==> src/status_event_summary_params.svh <==
`ifndef STATUS_EVENT_SUMMARY_PARAMS_SVH
`define STATUS_EVENT_SUMMARY_PARAMS_SVH

// Width of each status register set.
`define REG_W 16
// Depth of each queue and width of its entries.
`define QUEUE_DEPTH 8
`define QUEUE_PTR_W 3
`define QUEUE_CNT_W 4
`define QUEUE_DATA_W 8
// Reset value of every status register.
`define REG_RESET 16'h0000
// Status byte bit positions.
`define SB_MEAS_BIT 0
`define SB_ERRQ_BIT 2
`define SB_QUES_BIT 3
`define SB_MSGQ_BIT 4
`define SB_STD_BIT 5
`define SB_MSS_BIT 6
`define SB_OPER_BIT 7
// Register set indices.
`define SET_STD 0
`define SET_OPER 1
`define SET_MEAS 2
`define SET_QUES 3
`define NUM_SETS 4

`endif

==> src/status_event_summary_pkg.sv <==
`include "status_event_summary_params.svh"

package status_event_summary_pkg;

    // One register word of a status set.
    typedef logic [`REG_W-1:0] status_word_t;

    // Per-set host commands: enable write and event read strobes.
    typedef struct packed {
        logic         enable_write;
        status_word_t enable_data;
        logic         event_read;
    } set_cmd_s;

    // Per-set readback: condition, event and enable words.
    typedef struct packed {
        status_word_t condition;
        status_word_t event_bits;
        status_word_t enable;
    } set_view_s;

    // Queue push and pop request group.
    typedef struct packed {
        logic                     push;
        logic [`QUEUE_DATA_W-1:0] push_data;
        logic                     pop;
    } queue_cmd_s;

    // Global commands from the command decoder.
    typedef struct packed {
        logic clear_status;
        logic status_preset;
        logic status_queue_clear;
        logic system_error_clear;
        logic system_preset;
        logic instrument_reset;
    } global_cmd_s;

endpackage

==> src/status_event_summary.sv <==
// Notes on behaviour
// - Event bits latch until register is reset.
// - Set summary is OR of event AND enable.
// - Condition registers read-only, mirror live state.
// - Status byte takes four sets, two queues.
// - Master summary when enabled status bit set.
// - Queue summary set when queue non-empty.
// - Responses to output queue, errors to error.
// - Power-up clears registers, empties both queues.
// - Writing zero clears an enable register.
// - System preset and reset change nothing here.
// - Clear-status clears events and error queue.
// - Status preset clears three enable registers.
// - Status preset leaves error queue intact.
// - Standard enable cleared only by own write.
// - Either queue-clear command empties error queue.
// - Status byte bits follow summaries, no latch.
// - Reading an event register clears it.
// - Only enable registers are host-writable.
`timescale 1ns/1ps
`include "status_event_summary_params.svh"
`default_nettype none

module status_event_summary
    import status_event_summary_pkg::*;
(
    input  wire logic                     core_clk,
    input  wire logic                     rst_n,
    input  wire status_word_t             condition_in [`NUM_SETS],
    input  wire set_cmd_s                 set_cmd      [`NUM_SETS],
    input  wire global_cmd_s              global_cmd,
    input  wire logic [7:0]               service_enable_data,
    input  wire logic                     service_enable_write,
    input  wire queue_cmd_s               output_queue_cmd,
    input  wire queue_cmd_s               error_queue_cmd,
    output logic                          output_queue_ready,
    output logic                          error_queue_ready,
    output logic [`QUEUE_DATA_W-1:0]      output_queue_head,
    output logic [`QUEUE_DATA_W-1:0]      error_queue_head,
    output set_view_s                     set_view     [`NUM_SETS],
    output logic [7:0]                    status_byte,
    output logic [7:0]                    service_enable,
    output logic                          service_request
);

    // Condition inputs pass two flip-flops; the second stage is the live mirror.
    status_word_t cond_meta [`NUM_SETS];    // First synchroniser stage.
    status_word_t cond_sync [`NUM_SETS];    // Second stage, the condition register.
    status_word_t cond_prev [`NUM_SETS];    // Previous sample for edge detection.
    status_word_t event_reg [`NUM_SETS];    // Latched event registers.
    status_word_t enable_reg [`NUM_SETS];   // Event enable registers.
    status_word_t next_event [`NUM_SETS];   // Next event values.
    status_word_t next_enable [`NUM_SETS];  // Next enable values.
    logic [`NUM_SETS-1:0] set_summary;      // Summary output of each set.

    // Error queue clears from any of the three clearing commands.
    wire error_queue_flush = global_cmd.clear_status
                           | global_cmd.status_queue_clear
                           | global_cmd.system_error_clear;

    // System preset and instrument reset are accepted and intentionally unused here.
    wire preset_ignored = global_cmd.system_preset | global_cmd.instrument_reset;

    // Summary of one set: any enabled latched event.
    function automatic logic set_sum(input status_word_t ev, input status_word_t en);
        set_sum = |(ev & en);
    endfunction

    // Next event word: new rising edges are set after any clear, so they win.
    function automatic status_word_t event_update(
        input status_word_t ev,
        input status_word_t now_c,
        input status_word_t old_c,
        input logic         clr
    );
        status_word_t rise;
        rise = now_c & ~old_c;
        event_update = (clr ? `REG_RESET : ev) | rise;
    endfunction

    // Per-set combinational next-state and summary logic.
    genvar s;
    generate
        for (s = 0; s < `NUM_SETS; s++)
        begin : g_set
            // Event reads and clear-status reset the event register.
            wire clr_ev = set_cmd[s].event_read | global_cmd.clear_status;
            // Status preset clears all enables but the standard set's.
            wire preset_hit = global_cmd.status_preset && (s != `SET_STD);

            assign next_event[s] = event_update(event_reg[s], cond_sync[s], cond_prev[s],
                                                clr_ev);
            // A written value, zero included, replaces the whole enable word.
            assign next_enable[s] = set_cmd[s].enable_write ? set_cmd[s].enable_data
                                  : (preset_hit ? `REG_RESET : enable_reg[s]);
            assign set_summary[s] = set_sum(event_reg[s], enable_reg[s]);

            // Readback view; condition is the live mirror.
            assign set_view[s].condition  = cond_sync[s];
            assign set_view[s].event_bits = event_reg[s];
            assign set_view[s].enable     = enable_reg[s];
        end
    endgenerate

    // Register-set state, cleared at power-up.
    always_ff @(posedge core_clk)
    begin
        for (int i = 0; i < `NUM_SETS; i++)
        begin
            if (!rst_n)
            begin
                cond_meta[i]  <= `REG_RESET;
                cond_sync[i]  <= `REG_RESET;
                cond_prev[i]  <= `REG_RESET;
                event_reg[i]  <= `REG_RESET;
                enable_reg[i] <= `REG_RESET;
            end
            else
            begin
                cond_meta[i]  <= condition_in[i];
                cond_sync[i]  <= cond_meta[i];
                cond_prev[i]  <= cond_sync[i];
                event_reg[i]  <= next_event[i];
                enable_reg[i] <= next_enable[i];
            end
        end
    end

    // Output queue storage and pointers.
    logic [`QUEUE_DATA_W-1:0] oq_mem [`QUEUE_DEPTH];  // Query responses.
    logic [`QUEUE_PTR_W-1:0]  oq_wr;                  // Write pointer.
    logic [`QUEUE_PTR_W-1:0]  oq_rd;                  // Read pointer.
    logic [`QUEUE_CNT_W-1:0]  oq_cnt;                 // Entry count.
    // Error queue storage and pointers.
    logic [`QUEUE_DATA_W-1:0] eq_mem [`QUEUE_DEPTH];  // Error and status messages.
    logic [`QUEUE_PTR_W-1:0]  eq_wr;                  // Write pointer.
    logic [`QUEUE_PTR_W-1:0]  eq_rd;                  // Read pointer.
    logic [`QUEUE_CNT_W-1:0]  eq_cnt;                 // Entry count.

    // Queue handshake decoding.
    wire oq_empty = (oq_cnt == '0);
    wire eq_empty = (eq_cnt == '0);
    wire oq_full  = (oq_cnt == `QUEUE_CNT_W'(`QUEUE_DEPTH));
    wire eq_full  = (eq_cnt == `QUEUE_CNT_W'(`QUEUE_DEPTH));
    wire oq_push  = output_queue_cmd.push & ~oq_full;
    wire oq_pop   = output_queue_cmd.pop & ~oq_empty;
    wire eq_push  = error_queue_cmd.push & ~eq_full & ~error_queue_flush;
    wire eq_pop   = error_queue_cmd.pop & ~eq_empty;

    assign output_queue_ready = ~oq_full;
    assign error_queue_ready  = ~eq_full;
    assign output_queue_head  = oq_mem[oq_rd];
    assign error_queue_head   = eq_mem[eq_rd];

    // Output queue: status preset and the clear commands do not touch it.
    always_ff @(posedge core_clk)
    begin
        if (!rst_n)
        begin
            oq_wr  <= '0;
            oq_rd  <= '0;
            oq_cnt <= '0;
        end
        else
        begin
            if (oq_push)
            begin
                oq_mem[oq_wr] <= output_queue_cmd.push_data;
                oq_wr         <= oq_wr + 1'b1;
            end
            if (oq_pop)
            begin
                oq_rd <= oq_rd + 1'b1;
            end
            oq_cnt <= oq_cnt + `QUEUE_CNT_W'(oq_push) - `QUEUE_CNT_W'(oq_pop);
        end
    end

    // Error queue: a flush empties it; status preset alone leaves it.
    always_ff @(posedge core_clk)
    begin
        if (!rst_n || error_queue_flush)
        begin
            eq_wr  <= '0;
            eq_rd  <= '0;
            eq_cnt <= '0;
        end
        else
        begin
            if (eq_push)
            begin
                eq_mem[eq_wr] <= error_queue_cmd.push_data;
                eq_wr         <= eq_wr + 1'b1;
            end
            if (eq_pop)
            begin
                eq_rd <= eq_rd + 1'b1;
            end
            eq_cnt <= eq_cnt + `QUEUE_CNT_W'(eq_push) - `QUEUE_CNT_W'(eq_pop);
        end
    end

    // Service request enable register; bit 6 is never enabled.
    always_ff @(posedge core_clk)
    begin
        if (!rst_n)
        begin
            service_enable <= 8'h00;
        end
        else if (service_enable_write)
        begin
            service_enable <= service_enable_data & ~(8'h01 << `SB_MSS_BIT);
        end
    end

    // Status byte summaries without the master bit; they follow sources directly.
    logic [7:0] summary_bits;
    always_comb
    begin
        summary_bits               = 8'h00;
        summary_bits[`SB_MEAS_BIT] = set_summary[`SET_MEAS];
        summary_bits[`SB_ERRQ_BIT] = ~eq_empty;
        summary_bits[`SB_QUES_BIT] = set_summary[`SET_QUES];
        summary_bits[`SB_MSGQ_BIT] = ~oq_empty;
        summary_bits[`SB_STD_BIT]  = set_summary[`SET_STD];
        summary_bits[`SB_OPER_BIT] = set_summary[`SET_OPER];
    end

    // Master summary from any enabled summary bit.
    wire master_summary = |(summary_bits & service_enable);

    // Status byte register output, refreshed every cycle.
    always_ff @(posedge core_clk)
    begin
        if (!rst_n)
        begin
            status_byte     <= 8'h00;
            service_request <= 1'b0;
        end
        else
        begin
            status_byte     <= summary_bits | ({7'h00, master_summary} << `SB_MSS_BIT);
            service_request <= master_summary;
        end
    end

endmodule
`default_nettype wire

==> config.mk <==
export PLATFORM = sky130hd
export DESIGN_NAME = status_event_summary
export DESIGN_NICKNAME = d
export VERILOG_FILES = /design/src/status_event_summary_pkg.sv /design/src/status_event_summary.sv
export VERILOG_INCLUDE_DIRS = /design/src /design/src/src
export SDC_FILE = /design/constraint.sdc
export NUM_CORES = 1
export LEC_CHECK = 0
export ABC_AREA = 0
export BUFFER_PORTS_ARGS = -buffer_cell sky130_fd_sc_hd__buf_2
export CAP_MARGIN = 20
export CORE_ASPECT_RATIO = 2
export CORE_MARGIN = 2
export CORE_UTILIZATION = 53
export CTS_CLUSTER_SIZE = 20
export DETAILED_ROUTE_END_ITERATION = 12
export PLACE_DENSITY = 0.78
export SLEW_MARGIN = 20
export SYNTH_ARGS = -nofsm -noshare
export SYNTH_HDL_FRONTEND = slang
export SYNTH_SLANG_ARGS = --single-unit
==> constraint.sdc <==
create_clock -name core_clk -period 2.4 [get_ports core_clk]
set_input_delay 0.24 -clock core_clk [delete_from_list [all_inputs] [get_ports core_clk]]
set_output_delay 0.24 -clock core_clk [all_outputs]
set_load 0.02 [all_outputs]
# After elaboration in Yosys (flattened, before gate mapping)
# Memories as Yosys holds them, arrays and structs flattened. A register that Yosys moved wholly into a read port is not among the register bits.
# Index checks and enable logic that the tools add are counted.
# op_classes
muxes	43
n_reduce_logical	9
bitwise	54
eq_ne	2
add_sub_neg	8
# ops
cell	n
$mux 16	31
$and 16x16->16	8
$not 16->16	4
$or 16x16->16	4
$reduce_or 16->1	4
$or 1x1->1	26
$add 3x1->3 const B	4
$mux 3	4
$add 4x1->4	2
$and 8x8->8	1
$eq 4x4->1 const B	2
$logic_not 4->1	2
$mux 1	8
$or 8x7->8	1
$reduce_or 8->1	1
$sub 4x1->4	2
$and 1x1->1	5
$not 1->1	5
$logic_not 1->1	1
$logic_or 1x1->1	1
# word_totals
elab_cells	132
inputBits	173
output_inout_bits	227
n_memories	7
register_bits	36
mem_bits_rw	448
# memory_table
memory	words	width	rd	rd_clocked_by_memory_dff	wr	line	source
cond_meta	4	16	4	0	4	status_event_summary.sv:47	status_word_t cond_meta [`NUM_SETS];
cond_prev	4	16	4	0	4	status_event_summary.sv:49	status_word_t cond_prev [`NUM_SETS];
cond_sync	4	16	4	0	4	status_event_summary.sv:48	status_word_t cond_sync [`NUM_SETS];
enable_reg	4	16	4	0	4	status_event_summary.sv:51	status_word_t enable_reg [`NUM_SETS];
eq_mem	8	8	1	1	1	status_event_summary.sv:135	logic [`QUEUE_DATA_W-1:0] eq_mem [`QUEUE_DEPTH];
event_reg	4	16	4	0	4	status_event_summary.sv:50	status_word_t event_reg [`NUM_SETS];
+1 memories	--	--	--	--	--	--	

# Longest topological paths before layout
# depth
word_depth	7
depth_mapped	12
mapped_depth_nobuf	12

# Worst setup path before layout
# OpenSTA, ideal clock, no wires.
# synth_path
path_kind	register -> register
startpoint	reg eq_cnt[2]
endpoint	mem eq_mem[1][0] (netlist name) (enable)
stages_incl_launch_ff	6
arrival_ns	1.858
setup_ns	0.395
required_time_ns	2.005
n_path_buf	0
period_less_slack_ns	2.252
path_slack_ns	0.148
path_cell_list	dfxtp_1 > inv_1 > ha_1 > nand2_1 > nand2_1 > nor4_1
# synth_via
elab_chain_len	7
# synth_rtl
element	line	source
start, declared	status_event_summary.sv:138	logic [`QUEUE_CNT_W-1:0] eq_cnt;
start signal, assigned	status_event_summary.sv:199	eq_cnt <= eq_cnt + `QUEUE_CNT_W'(eq_push) - `QUEUE_CNT_W'(eq_pop);
$eq 4x4->1	status_event_summary.sv:144	wire eq_full = (eq_cnt == `QUEUE_CNT_W'(`QUEUE_DEPTH));
$not 1->1	--	
named net error_queue_ready	status_event_summary.sv:37	output logic error_queue_ready,
$and 1x1->1 (2 in a row)	status_event_summary.sv:147	wire eq_push = error_queue_cmd.push & ~eq_full & ~error_queue_flush;
$mux 1	status_event_summary.sv:190	if (eq_push)
$mux 1	status_event_summary.sv:182	if (!rst_n || error_queue_flush)
$mux 1 (implied by the code)	status_event_summary.sv:192	eq_mem[eq_wr] <= error_queue_cmd.push_data;
end, declared	status_event_summary.sv:135	
# The timed path passes the listed nets, and every way through them passes these cells.

==> results.cfg <==
[sta]
relSlewSlack_pct = 53.7
setup_viol = 0
final_hold_viol_count = 0
clock.fmax_ghz = 0.427
worstMarginPinSlew_ns = 0.694
clock_skew_ns = 0.0158
fin_crit_ns = 2.34
slew_viol_final = 0
rsz0062_at_grt = no
min_period_over_period_pct = 97.5
fin_tns_setup_ns = 0

[routing]
route.detailed.drc = 0
firstDrtPassIters = 5
ant_nets = 0
vias = 11942
viasPerCell = 5.06
wirelength_mm = 43.3
wl_per_cell_um = 18.3
dr.first_iter.drc_count = 588

[cts]
clock_latency_ns = 0.53
cts_root_buffer = clkbuf_16
clock_path_buffers = 3
ctsHtreeMaxLevel = 2
cts-buffers-inserted = 40
clock-sinks = 488
clk_pin_slew_worst_paths_ns = 0.06
cts_tree = yes

[grt]
grtUsageTotal_pct = 25.2
grt-ovfl-total = 0
antenna_found_initial = 2
grt_pass1_vias = 11825
grt_max_degree = 133
grt_pass1_wl_mm = 63.7

[critical_path]
crit_chain = clkbuf_16 > mux4_1 > mux2_2 > buf_2
worstPathRequired_ns = 2.16
crit_path_end_kind = output port
critPathSlowestCell = mux4_1
crit_arrival_ns = 2.10
rrSetupSlack_ns = 0.22
cp_slowest_stage_delay_ns = 0.53
crit_type = reg2out
startpoint_type = flop
cp_max_fo = 8

[layout]
layout.nets = 2102
fill_cells = 2062
layout-drive-gt1-share_pct = 26.2
syn_to_final_growth_pct = 31.6
fin_cells = 2361

[yosys]
syn_inst = 1354
yosys.area.top_type = dfxtp_1
synthTopCellsByArea = dfxtp_1 43%, edfxtp_1 23%, and2_1 5.1%, mux4_1 5.0%, nand2_1 3.2%
seq_area_frac_synth_pct = 66.1
avgSynthCellArea_sq_um = 12.3
synth_edf_count = 128
ys_types = 41
synth_warnings = 0
synth_top_area_share_pct = 43.1
ys_dominant_reg_cell = dfxtp_1
syn_area_sq_um = 16700
async_flop_share_pct = 0
synth_seq_cells = 488

[floorplan]
rows = 92
initial_utilization_pct = 53.4
die_w_um = 130
die_area_sq_um = 33100
core_sq_um = 31300
die_h_um = 255
ios = 400

[power]
cellPowerDensity_nw_per_um2 = 791
leakage_nw = 9.70
irDropWorstVdd_mv = 0.636

[run_status]
status = finished, final reports clean

[placed_design]
io_buffers = 394
dp.cells = 2139
routabilityCongestion = 0.797
dpl.hpwl_mm = 27.9

[hold_path]
min_path_type = in2reg

[flow_run]
cap_violations = 0
metal layers:
| metal | GRT usage [%] | part of all wire [%] | routed length (um) | vias up |
|---|---|---|---|---|
| met4 | 13.5 | 5.5 | 2380 | 0 |
| met3 | 5.89 | 8.1 | 3510 | 120 |
| li1 | - | - | - | 5699 |
| met2 | 43.3 | 49 | 21000 | 585 |
| met5 | 0 | 0 | 0 | - |
| met1 | 28.6 | 38 | 16400 | 5538 |
critical path, delay by kind of cell, from the launching register on:
| kind | cells | cell delay, ns |
|---|---|---|
| muxes | 2 | 0.82 |
| DFF | 1 | 0.40 |
| buffers and inverters | 2 | 0.35 |
power breakdown:
group	switching [mW]	internal, mW	leakage (nW)
registers	0.225	8.77	4.11
logic	1.06	1.01	4.96
clock network	2.77	3.55	0.630
total	4.06	13.3	9.70
stage by stage:
stage	instance area (sq um)	hold WS [ns]	setup slack (ns)	total power [mW]	utilization (%)
5_1_grt	22000	0.0324	0.0113	18.0	70.2
2_1_floorplan	16700	0.339	0.148	10.3	-
3_5_place_dp	19200	0.408	0.201	10.9	61.2
4_1_cts	22000	0.0126	0.00726	17.4	70.1
6_report	22000	0.0319	0.0607	17.4	70.2
3_3_place_gp	19200	0.401	0.208	10.9	61.2
synth_stat cells, types with 4 or more instances:
master / number
dfxtp_1: 360
nand2_1: 144
and2_1: 137
edfxtp_1: 128
inv_1: 82
nor2b_1: 77
o21ai_0: 65
a21oi_1: 51
clkbuf_1: 48
nor3b_1: 48
mux4_1: 32
mux2i_1: 24
nor2_1: 22
a221oi_1: 16
a22o_1: 16
ha_1: 16
mux2_2: 16
nand3_1: 10
buf_2: 8
nor3_1: 8
xnor2_1: 7
and4_1: 4
buf_1: 4
xor2_1: 4
cell type report:
class | instances | area [sq um] | share of cell area, %
flip-flops and latches | 488 | 11100 | 50.3
multi-input cells | 718 | 5030 | 22.9
repair buffers | 581 | 3820 | 17.4
clock buffers | 57 | 1160 | 5.26
well taps | 423 | 529 | 2.41
inverters | 82 | 308 | 1.40
clock inverters | 10 | 96.3 | 0.438
diodes | 2 | 5.00 | 0.0228
path summary, 6_finish.rpt:
kind	startpoint	end	depth (start not counted)
max	flop	output_queue_head[6]	4
min	output_queue_cmd[0]	flop	3
max reg2reg	oq_cnt[2]	oq_cnt[2]	11
min reg2reg	cond_prev[3][0]	event_reg[3][0]	1
cells in the final DEF, fill, tap and decap left out, drive strengths merged, types with 22 or more instances in the layout:
cell / synthesis / routed
a21oi: 51 / 51
and2: 137 / 137
buf: 19 / 428
clkbuf: 48 / 58
dfxtp: 360 / 360
dlygate4sd3: 0 / 152
edfxtp: 128 / 128
inv: 82 / 85
mux2i: 24 / 24
mux4: 32 / 32
nand2: 144 / 144
nor2: 22 / 22
nor2b: 77 / 77
nor3b: 48 / 48
o21ai: 65 / 65
kinds of logic after synthesis:
group / count (synthesis) / synth area share, %
adders and majority gates: 18 / 1.44
and+or+nand+nor: 459 / 15.0
muxes: 72 / 7.55
DFF: 488 / 66.1
buffers and inverters: 149 / 3.76
xor gates and xnor gates: 11 / 0.576
AOI/OAI and AO/OA: 156 / 5.51
other: 1 / 0.0224
timing repair:
action	CTS	global route
setup buffers	0	0
resized for setup	3	7
endpoints found under the hold margin	264	0
gates cloned	0	1
hold buffers	152	0
setup endpoints to repair	11	11
(Power assumes the default switching activity.)
